<file path="config.mk">
export PLATFORM = sky130hd
export DESIGN_NAME = rcs_top
export DESIGN_NICKNAME = d
export VERILOG_FILES = /design/src/verilog/rcs_pkg.sv /design/src/verilog/rcs_strap_capture.sv /design/src/verilog/rcs_top.sv
export SDC_FILE = /design/constraint.sdc
export NUM_CORES = 1
export LEC_CHECK = 0
export ABC_CLOCK_PERIOD_IN_PS = 2840
export BUFFER_PORTS_ARGS = -buffer_cell sky130_fd_sc_hd__buf_2
export CELL_PAD_IN_SITES_DETAIL_PLACEMENT = 1
export CELL_PAD_IN_SITES_GLOBAL_PLACEMENT = 1
export CORE_MARGIN = 2
export CORE_UTILIZATION = 31
export DETAILED_ROUTE_END_ITERATION = 12
export PLACE_DENSITY_LB_ADDON = 0.12
export SLEW_MARGIN = 25
export SYNTH_ARGS = -nofsm -noshare
export SYNTH_HDL_FRONTEND = slang
export SYNTH_SLANG_ARGS = --single-unit
export TNS_END_PERCENT = 1
</file>
<file path="constraint.sdc">
create_clock -name core_clk -period 2.84 [get_ports core_clk]
set_input_delay 0.284 -clock core_clk [delete_from_list [all_inputs] [get_ports core_clk]]
set_output_delay 0.284 -clock core_clk [all_outputs]
set_load 0.02 [all_outputs]
</file>
<file path="src/verilog/rcs_pkg.sv">
// Shared constants, types and legality functions for the reset configuration straps block.
// Operation
// [RL1] Strap picks vector base 0x00000000 or 0xFFFF0000; field loads from it.
// [RL2] Strap sets reset value of the exception byte order field.
// [RL3] Strap sets reset value of the exception instruction state field.
// [RL4] Strap enables secondary RAM at reset; base is zero or configured value.
// [RL5] A local RAM is enabled only when its port exists in the build.
// [RL6] Strap makes the fast interrupt non-maskable; then software cannot mask it.
// [RL7] Strap selects odd or even parity for all parity generation and checking.
// [RL8] Secondary RAM parity check enables are two independent per-bank controls.
// [RL9] With ECC, both secondary banks' checks are enabled together by one control.
// [RL10] Check enables set only with matching scheme and number of ports built.
// [RL11] External error enables per RAM and bank, strap reset value, independent.
// [RL12] Read-modify-write enables from straps, allowed only without 32-bit ECC.
// [RL13] Every strap-set feature is writable by software once reset has ended; here parity type and the non-maskable fast interrupt have no software write.
// [RL14] Strap enables primary RAM at reset; base is zero or configured value.
// [RL15] Straps are captured at reset release; later strap changes do nothing.
// [RL16] Integrator holds straps static through reset, unused options tied disabled.
package rcs_pkg;

	// Error checking scheme a local RAM is built with.
	typedef enum logic [1:0] {
		RCS_CHK_NONE,
		RCS_CHK_PARITY,
		RCS_CHK_ECC32,
		RCS_CHK_ECC64
	} rcs_check_t;

	// Exception vector table bases.
	localparam logic [31:0] RCS_VEC_LOW_BASE  = 32'h0000_0000;
	localparam logic [31:0] RCS_VEC_HIGH_BASE = 32'hffff_0000;

	// Local RAM base used when the configured base is not selected.
	localparam logic [31:0] RCS_RAM_BASE_ZERO = 32'h0000_0000;

	// Reset values of the held fields before the straps are taken.
	localparam logic        RCS_FIELD_RST    = 1'b0;
	localparam logic        RCS_FIQ_MASK_RST = 1'b1;
	localparam logic        RCS_PEND_RST     = 1'b1;

	// Width of the packed strap vector watched for movement.
	localparam int          RCS_STRAP_W = 17;

	// True when the RAM has a check scheme and the port is present.
	function automatic logic rcs_check_ok(input rcs_check_t scheme, input logic port_ok);
		return (scheme != RCS_CHK_NONE) && port_ok;
	endfunction

	// True when the scheme is one of the ECC variants.
	function automatic logic rcs_is_ecc(input rcs_check_t scheme);
		return (scheme == RCS_CHK_ECC32) || (scheme == RCS_CHK_ECC64);
	endfunction

	// Read-modify-write needs the port and no 32-bit ECC.
	function automatic logic rcs_rmw_ok(input rcs_check_t scheme, input logic port_ok);
		return port_ok && (scheme != RCS_CHK_ECC32);
	endfunction

endpackage

</file>
<file path="src/verilog/rcs_strap_capture.sv">
// Release-edge strap capture with a load pulse and a strap movement monitor.
`timescale 1ns/1ns

module rcs_strap_capture #(
	parameter int W = 17
) (
	input  wire logic         core_clk,
	input  wire logic         rst,
	input  wire logic [W-1:0] straps,
	output logic              load,
	output logic              loaded,
	output logic              moved
);

	logic         pend_q;
	logic         pend_d;
	logic [W-1:0] snap_q;
	logic [W-1:0] snap_d;
	logic         moved_q;
	logic         moved_d;

	// The flops take only constants under reset; the straps are caught on the first edge after.
	always_comb begin
		pend_d  = 1'b0;
		snap_d  = pend_q ? straps : snap_q; // see [RL15]
		moved_d = moved_q | (~pend_q & (straps != snap_q)); // see [RL16]
	end

	// Registers of the capture stage.
	always_ff @(posedge core_clk or posedge rst) begin
		if (rst) begin
			pend_q  <= rcs_pkg::RCS_PEND_RST;
			snap_q  <= '0;
			moved_q <= 1'b0;
		end else begin
			pend_q  <= pend_d;
			snap_q  <= snap_d;
			moved_q <= moved_d;
		end
	end

	// The pulse is the pending flag itself, so it is high through reset and for exactly one cycle after release.
	assign load   = pend_q;
	assign loaded = ~pend_q;
	assign moved  = moved_q;
endmodule

</file>
<file path="src/verilog/rcs_top.sv">
// Reset configuration straps: held control fields loaded at release and written by software.
`timescale 1ns/1ns

module rcs_top #(
	parameter int unsigned        PRIMARY_PORTS    = 1,
	parameter int unsigned        SECONDARY_PORTS  = 2,
	parameter rcs_pkg::rcs_check_t PRIMARY_CHECK   = rcs_pkg::RCS_CHK_PARITY,
	parameter rcs_pkg::rcs_check_t SECONDARY_CHECK = rcs_pkg::RCS_CHK_PARITY,
	parameter logic [31:0]        PRIMARY_CFG_BASE   = 32'h0000_0000,
	parameter logic [31:0]        SECONDARY_CFG_BASE = 32'h0000_0000,
	parameter logic               BUS_PARITY       = 1'b0
) (
	input  wire logic        core_clk,
	input  wire logic        rst,
	input  wire logic        cfg_vec_high,
	input  wire logic        cfg_byte_order,
	input  wire logic        cfg_instr_state,
	input  wire logic        cfg_primary_en,
	input  wire logic        cfg_primary_base_sel,
	input  wire logic        cfg_secondary_en,
	input  wire logic        cfg_secondary_base_sel,
	input  wire logic        cfg_fiq_nonmaskable,
	input  wire logic        cfg_parity_odd,
	input  wire logic        cfg_primary_check,
	input  wire logic        cfg_bank0_check,
	input  wire logic        cfg_bank1_check,
	input  wire logic        cfg_primary_ext_err,
	input  wire logic        cfg_bank0_ext_err,
	input  wire logic        cfg_bank1_ext_err,
	input  wire logic        cfg_primary_rmw,
	input  wire logic        cfg_secondary_rmw,
	input  wire logic        sw_sys_wr,
	input  wire logic        sw_vec_high,
	input  wire logic        sw_byte_order,
	input  wire logic        sw_instr_state,
	input  wire logic        sw_fiq_mask,
	input  wire logic        sw_region_wr,
	input  wire logic        sw_primary_en,
	input  wire logic [31:0] sw_primary_base,
	input  wire logic        sw_secondary_en,
	input  wire logic [31:0] sw_secondary_base,
	input  wire logic        sw_aux_wr,
	input  wire logic        sw_primary_check_en,
	input  wire logic        sw_bank0_check_en,
	input  wire logic        sw_bank1_check_en,
	input  wire logic        sw_primary_ext_err_en,
	input  wire logic        sw_bank0_ext_err_en,
	input  wire logic        sw_bank1_ext_err_en,
	input  wire logic        sw_primary_rmw_en,
	input  wire logic        sw_secondary_rmw_en,
	output logic [31:0]      vector_base,
	output logic             exception_byte_order,
	output logic             exception_instr_state,
	output logic             primary_local_ram_en,
	output logic [31:0]      primary_local_ram_base,
	output logic             secondary_local_ram_en,
	output logic [31:0]      secondary_local_ram_base,
	output logic             fast_interrupt_nonmaskable,
	output logic             fast_interrupt_masked,
	output logic             parity_odd,
	output logic             parity_in_use,
	output logic             primary_ram_check_en,
	output logic             secondary_bank0_check_en,
	output logic             secondary_bank1_check_en,
	output logic             primary_ram_ext_err_en,
	output logic             secondary_bank0_ext_err_en,
	output logic             secondary_bank1_ext_err_en,
	output logic             primary_ram_rmw_en,
	output logic             secondary_ram_rmw_en,
	output logic             cfg_loaded,
	output logic             cfg_strap_moved
);

	// Build-time legality of each control, fixed by the parameters.
	localparam logic PRIM_OK     = (PRIMARY_PORTS >= 1);
	localparam logic BANK0_OK    = (SECONDARY_PORTS >= 1);
	localparam logic BANK1_OK    = (SECONDARY_PORTS >= 2);
	localparam logic PRIM_CHK_OK = rcs_pkg::rcs_check_ok(PRIMARY_CHECK, PRIM_OK);
	localparam logic B0_CHK_OK   = rcs_pkg::rcs_check_ok(SECONDARY_CHECK, BANK0_OK);
	localparam logic B1_CHK_OK   = rcs_pkg::rcs_check_ok(SECONDARY_CHECK, BANK1_OK);
	localparam logic SEC_ECC     = rcs_pkg::rcs_is_ecc(SECONDARY_CHECK);
	localparam logic PRIM_RMW_OK = rcs_pkg::rcs_rmw_ok(PRIMARY_CHECK, PRIM_OK);
	localparam logic SEC_RMW_OK  = rcs_pkg::rcs_rmw_ok(SECONDARY_CHECK, BANK0_OK);

	logic        load;
	logic [31:0] vec_base_q, vec_base_d;
	logic        byte_order_q, byte_order_d;
	logic        instr_state_q, instr_state_d;
	logic        prim_en_q, prim_en_d;
	logic [31:0] prim_base_q, prim_base_d;
	logic        sec_en_q, sec_en_d;
	logic [31:0] sec_base_q, sec_base_d;
	logic        nmfi_q, nmfi_d;
	logic        fiq_mask_q, fiq_mask_d;
	logic        par_odd_q, par_odd_d;
	logic        prim_chk_q, prim_chk_d;
	logic        b0_chk_q, b0_chk_d;
	logic        b1_chk_q, b1_chk_d;
	logic        prim_ext_q, prim_ext_d;
	logic        b0_ext_q, b0_ext_d;
	logic        b1_ext_q, b1_ext_d;
	logic        prim_rmw_q, prim_rmw_d;
	logic        sec_rmw_q, sec_rmw_d;

	// The straps are held by the integrator; the capture stage times the load pulse and flags a later change.
	rcs_strap_capture #(
		.W (rcs_pkg::RCS_STRAP_W)
	) u_capture (
		.core_clk (core_clk),
		.rst      (rst),
		.straps   ({cfg_vec_high, cfg_byte_order, cfg_instr_state, cfg_primary_en,
			cfg_primary_base_sel, cfg_secondary_en, cfg_secondary_base_sel,
			cfg_fiq_nonmaskable, cfg_parity_odd, cfg_primary_check, cfg_bank0_check,
			cfg_bank1_check, cfg_primary_ext_err, cfg_bank0_ext_err, cfg_bank1_ext_err,
			cfg_primary_rmw, cfg_secondary_rmw}),
		.load     (load),
		.loaded   (cfg_loaded),
		.moved    (cfg_strap_moved)
	);

	// Next values: the release load wins over software, whose writes are ignored in that cycle.
	always_comb begin
		vec_base_d    = vec_base_q;
		byte_order_d  = byte_order_q;
		instr_state_d = instr_state_q;
		prim_en_d     = prim_en_q;
		prim_base_d   = prim_base_q;
		sec_en_d      = sec_en_q;
		sec_base_d    = sec_base_q;
		nmfi_d        = nmfi_q;
		fiq_mask_d    = fiq_mask_q;
		par_odd_d     = par_odd_q;
		prim_chk_d    = prim_chk_q;
		b0_chk_d      = b0_chk_q;
		b1_chk_d      = b1_chk_q;
		prim_ext_d    = prim_ext_q;
		b0_ext_d      = b0_ext_q;
		b1_ext_d      = b1_ext_q;
		prim_rmw_d    = prim_rmw_q;
		sec_rmw_d     = sec_rmw_q;
		if (load) begin
			vec_base_d    = cfg_vec_high ? rcs_pkg::RCS_VEC_HIGH_BASE
				: rcs_pkg::RCS_VEC_LOW_BASE; // see [RL1] see [RL15]
			byte_order_d  = cfg_byte_order; // see [RL2]
			instr_state_d = cfg_instr_state; // see [RL3]
			prim_en_d     = cfg_primary_en & PRIM_OK; // see [RL14] see [RL5]
			prim_base_d   = cfg_primary_base_sel ? PRIMARY_CFG_BASE
				: rcs_pkg::RCS_RAM_BASE_ZERO; // see [RL14]
			sec_en_d      = cfg_secondary_en & BANK0_OK; // see [RL4] see [RL5]
			sec_base_d    = cfg_secondary_base_sel ? SECONDARY_CFG_BASE
				: rcs_pkg::RCS_RAM_BASE_ZERO; // see [RL4]
			nmfi_d        = cfg_fiq_nonmaskable; // see [RL6]
			fiq_mask_d    = ~cfg_fiq_nonmaskable; // see [RL6]
			par_odd_d     = cfg_parity_odd; // see [RL7]
			prim_chk_d    = cfg_primary_check & PRIM_CHK_OK; // see [RL10]
			b0_chk_d      = cfg_bank0_check & B0_CHK_OK; // see [RL8]
			b1_chk_d      = (SEC_ECC ? cfg_bank0_check : cfg_bank1_check) & B1_CHK_OK; // see [RL9]
			prim_ext_d    = cfg_primary_ext_err & PRIM_OK; // see [RL11]
			b0_ext_d      = cfg_bank0_ext_err & BANK0_OK; // see [RL11]
			b1_ext_d      = cfg_bank1_ext_err & BANK1_OK; // see [RL11]
			prim_rmw_d    = cfg_primary_rmw & PRIM_RMW_OK; // see [RL12]
			sec_rmw_d     = cfg_secondary_rmw & SEC_RMW_OK; // see [RL12]
		end else begin
			if (sw_sys_wr) begin
				vec_base_d    = sw_vec_high ? rcs_pkg::RCS_VEC_HIGH_BASE
					: rcs_pkg::RCS_VEC_LOW_BASE; // see [RL13]
				byte_order_d  = sw_byte_order; // see [RL13]
				instr_state_d = sw_instr_state; // see [RL13]
				fiq_mask_d    = sw_fiq_mask & ~nmfi_q; // see [RL6]
			end
			if (sw_region_wr) begin
				prim_en_d   = sw_primary_en & PRIM_OK; // see [RL13] see [RL5]
				prim_base_d = sw_primary_base; // see [RL13]
				sec_en_d    = sw_secondary_en & BANK0_OK; // see [RL13] see [RL5]
				sec_base_d  = sw_secondary_base; // see [RL13]
			end
			if (sw_aux_wr) begin
				prim_chk_d = sw_primary_check_en & PRIM_CHK_OK; // see [RL10] see [RL13]
				b0_chk_d   = sw_bank0_check_en & B0_CHK_OK; // see [RL8]
				// ECC has one control for both banks, so bank 1 follows the bank 0 bit.
				b1_chk_d   = (SEC_ECC ? sw_bank0_check_en : sw_bank1_check_en)
					& B1_CHK_OK; // see [RL9] see [RL8]
				prim_ext_d = sw_primary_ext_err_en & PRIM_OK; // see [RL11]
				b0_ext_d   = sw_bank0_ext_err_en & BANK0_OK; // see [RL11]
				b1_ext_d   = sw_bank1_ext_err_en & BANK1_OK; // see [RL11]
				prim_rmw_d = sw_primary_rmw_en & PRIM_RMW_OK; // see [RL12]
				sec_rmw_d  = sw_secondary_rmw_en & SEC_RMW_OK; // see [RL12]
			end
		end
	end

	// Field registers; only constants under reset, the straps arrive through the load path.
	always_ff @(posedge core_clk or posedge rst) begin
		if (rst) begin
			vec_base_q    <= rcs_pkg::RCS_VEC_LOW_BASE;
			byte_order_q  <= rcs_pkg::RCS_FIELD_RST;
			instr_state_q <= rcs_pkg::RCS_FIELD_RST;
			prim_en_q     <= rcs_pkg::RCS_FIELD_RST;
			prim_base_q   <= rcs_pkg::RCS_RAM_BASE_ZERO;
			sec_en_q      <= rcs_pkg::RCS_FIELD_RST;
			sec_base_q    <= rcs_pkg::RCS_RAM_BASE_ZERO;
			nmfi_q        <= rcs_pkg::RCS_FIELD_RST;
			fiq_mask_q    <= rcs_pkg::RCS_FIQ_MASK_RST;
			par_odd_q     <= rcs_pkg::RCS_FIELD_RST;
			prim_chk_q    <= rcs_pkg::RCS_FIELD_RST;
			b0_chk_q      <= rcs_pkg::RCS_FIELD_RST;
			b1_chk_q      <= rcs_pkg::RCS_FIELD_RST;
			prim_ext_q    <= rcs_pkg::RCS_FIELD_RST;
			b0_ext_q      <= rcs_pkg::RCS_FIELD_RST;
			b1_ext_q      <= rcs_pkg::RCS_FIELD_RST;
			prim_rmw_q    <= rcs_pkg::RCS_FIELD_RST;
			sec_rmw_q     <= rcs_pkg::RCS_FIELD_RST;
		end else begin
			vec_base_q    <= vec_base_d;
			byte_order_q  <= byte_order_d;
			instr_state_q <= instr_state_d;
			prim_en_q     <= prim_en_d;
			prim_base_q   <= prim_base_d;
			sec_en_q      <= sec_en_d;
			sec_base_q    <= sec_base_d;
			nmfi_q        <= nmfi_d;
			fiq_mask_q    <= fiq_mask_d;
			par_odd_q     <= par_odd_d;
			prim_chk_q    <= prim_chk_d;
			b0_chk_q      <= b0_chk_d;
			b1_chk_q      <= b1_chk_d;
			prim_ext_q    <= prim_ext_d;
			b0_ext_q      <= b0_ext_d;
			b1_ext_q      <= b1_ext_d;
			prim_rmw_q    <= prim_rmw_d;
			sec_rmw_q     <= sec_rmw_d;
		end
	end

	// Outputs straight from the field registers.
	assign vector_base                = vec_base_q;
	assign exception_byte_order       = byte_order_q;
	assign exception_instr_state      = instr_state_q;
	assign primary_local_ram_en       = prim_en_q;
	assign primary_local_ram_base     = prim_base_q;
	assign secondary_local_ram_en     = sec_en_q;
	assign secondary_local_ram_base   = sec_base_q;
	assign fast_interrupt_nonmaskable = nmfi_q;
	assign fast_interrupt_masked      = fiq_mask_q;
	assign parity_odd                 = par_odd_q;
	assign primary_ram_check_en       = prim_chk_q;
	assign secondary_bank0_check_en   = b0_chk_q;
	assign secondary_bank1_check_en   = b1_chk_q;
	assign primary_ram_ext_err_en     = prim_ext_q;
	assign secondary_bank0_ext_err_en = b0_ext_q;
	assign secondary_bank1_ext_err_en = b1_ext_q;
	assign primary_ram_rmw_en         = prim_rmw_q;
	assign secondary_ram_rmw_en       = sec_rmw_q;

	// The parity type only matters when some parity logic is built; this is a build constant.
	assign parity_in_use = (PRIMARY_CHECK == rcs_pkg::RCS_CHK_PARITY)
		| (SECONDARY_CHECK == rcs_pkg::RCS_CHK_PARITY) | BUS_PARITY; // see [RL7]
endmodule

</file>
==> impl_metrics.json <==
{
  "holdCritPathClass": "in -> reg",
  "crit_family": "flip-flops",
  "cap_violations": 0,
  "hold_start": "cfg_fiq_nonmaskable",
  "grtUsageTotal_pct": 14.29,
  "synth_ff_type": "dfrtp_1",
  "clk_path_buf_depth": 2,
  "vias": 3209,
  "wl_per_cell_um": 14.40,
  "cts_resized": 0,
  "crit_path_max_incr_delay_ps": 1010,
  "synth_area_um2": 4377,
  "fin_area_um2": 5628,
  "final_util_pct": 40.70,
  "clkLatencyLatePin_ps": 350,
  "synth_edf_count": 0,
  "yosysSeqAreaShare_pct": 55.52,
  "avgSynthCellArea_um2": 11.55,
  "wl_mm": 10.66,
  "die_y_um": 122.8,
  "portBuffers": 196,
  "synth_warnings": 0,
  "ant_nets": 0,
  "ctsHtreeMaxLevel": 3,
  "ios": 214,
  "drtIter0Drc": 101,
  "r2r_setup_slack_ps": 1180,
  "grt_pass1_vias": 3271,
  "p_leak_nw": 3.123,
  "critPathSlowestCell": "dfstp_4",
  "worst_setup_path_end_kind": "output pin",
  "nets": 654,
  "ys_seq_elements": 97,
  "clkTransAtPathRegs_ps": 60,
  "preCtsSetupSlack_ps": 1119,
  "critical_path_buf_inv_count": 2,
  "vias_per_cell": 4.336,
  "path_class": "reg -> out",
  "crit_chain": "inv_1 > buf_2",
  "rsz0062_at_grt": "no",
  "finalWorstSetupSlack_ps": 792.4,
  "coreArea_um2": 13830,
  "syn_inst": 379,
  "setup_viol": 0,
  "min_period_ps": 2048,
  "grt_start_max_net_pins": 69,
  "slew_viol_final": 0,
  "post-route-period-util_pct": 72.10,
  "outcome": "completed",
  "grt_pass1_wl_mm": 16.34,
  "area_growth_syn_to_layout_pct": 28.59,
  "antenna_found_initial": 1,
  "drive_above_1_share_pct": 39.89,
  "cts_root_buffer": "clkbuf_16",
  "die_x_um": 122.8,
  "cts_sinks": 97,
  "startpoint": "u_capture.load",
  "cts_setup_buffers": 0,
  "relSlewSlack_pct": 60.56,
  "rows": 43,
  "holdWs_ps": 137.0,
  "power_density_nw_per_um2": 614.8,
  "place_congestion": 0.7329,
  "overflow": 0,
  "async_flop_share_pct": 100.0,
  "fmax_mhz": 488.4,
  "irDropWorstVdd_mv": 0.3438,
  "reg2reg_from": "u_capture.load",
  "drtPass1Iterations": 4,
  "initial_core_util_pct": 31.65,
  "tritoncts": "yes",
  "hold_violations": 0,
  "skew_ps": 3.769,
  "cts-buffers-inserted": 9,
  "worstMarginPinSlew_ps": 591.6,
  "holdBufCountCts": 1,
  "crit_fanout": 68,
  "drc": 0,
  "fin_tns_setup_ps": 0,
  "ys_types": 21,
  "dieArea_um2": 15080,
  "worst_setup_path_start_kind": "flop",
  "hpwlAfterDp_mm": 7.846,
  "critPathRequiredTime_ps": 2560,
  "final_common_cell": "buf_2",
  "place_area_um2": 5275,
  "arrival_ps": 1760,
  "final_cell_mix": "buf_2, dfrtp_1, mux2i_1"
}
-- Yosys cell counts (2+ instances only) --
cell type | instances | area share [%]
mux2i_1 | 78 | 18
o21ai_0 | 28 | 3.2
dfrtp_1 | 95 | 54
nand2_1 | 13 | 1.1
xor2_1 | 2 | 0.40
conb_1 | 2 | 0.17
buf_12 | 5 | 2.3
buf_4 | 35 | 6.0
inv_1 | 16 | 1.4
nand4_1 | 3 | 0.43
xnor2_1 | 15 | 3.0
dfstp_2 | 2 | 1.2
buf_2 | 10 | 1.1
mux2_2 | 4 | 1.0
nor2_1 | 64 | 5.5
clkbuf_1 | 2 | 0.17
-- path summary, 6_finish.rpt --
kind / cells past startpoint / end
worst max register to register: 3 / u_capture.snap_q[4]
worst min register to register: 2 / secondary_local_ram_base[14]
max in group asynchronous: 4 / u_capture.load
min in group asynchronous: 3 / secondary_local_ram_base[15]
worst max-delay path: 2 / cfg_loaded
worst min-delay path: 2 / fast_interrupt_masked
-- power breakdown --
part	total, mW	internal, mW	leakage (nW)	switching (mW)
combinational	0.560	0.223	1.71	0.338
sequential	1.55	1.48	1.24	0.0704
clock	1.35	0.843	0.169	0.508
total	3.46	2.54	3.12	0.916
-- cell families after synthesis --
kind of cell / Yosys count / share of synthesized area [%]
multiplexers: 82 / 18.87
XOR/XNOR: 17 / 3.402
buffers and inverters: 69 / 11.24
AO/OA/AOI/OAI: 29 / 3.402
flip-flops: 97 / 55.52
other: 2 / 0.1716
AND/OR/NAND/NOR: 83 / 7.404
-- stage by stage --
stage	total power [mW]	instances
after detailed placement	2.148	722
after CTS	3.537	739
after floorplan	1.972	395
after global routing	3.636	740
after global placement	2.136	722
final	3.460	740
-- metal layers --
| layer | wire [µm] | GRT usage, % |
|---|---|---|
| met3 | 822 | 6.134 |
| met4 | 190 | 5.101 |
| met1 | 4484 | 17.58 |
| met5 | 0 | 0 |
| met2 | 5159 | 22.34 |
-- final cells by class --
class / count / area [µm²]
diodes: 1 / 2.502
fillers: 1602 / 8199
well taps: 180 / 225.2
clock inverters: 4 / 73.82
multi-input cells: 229 / 1515
flip-flops and latches: 97 / 2434
inverters: 16 / 62.56
repair buffers: 201 / 1049
clock buffers: 12 / 266.5
Note: power is estimated with default switching activity, not from simulation.
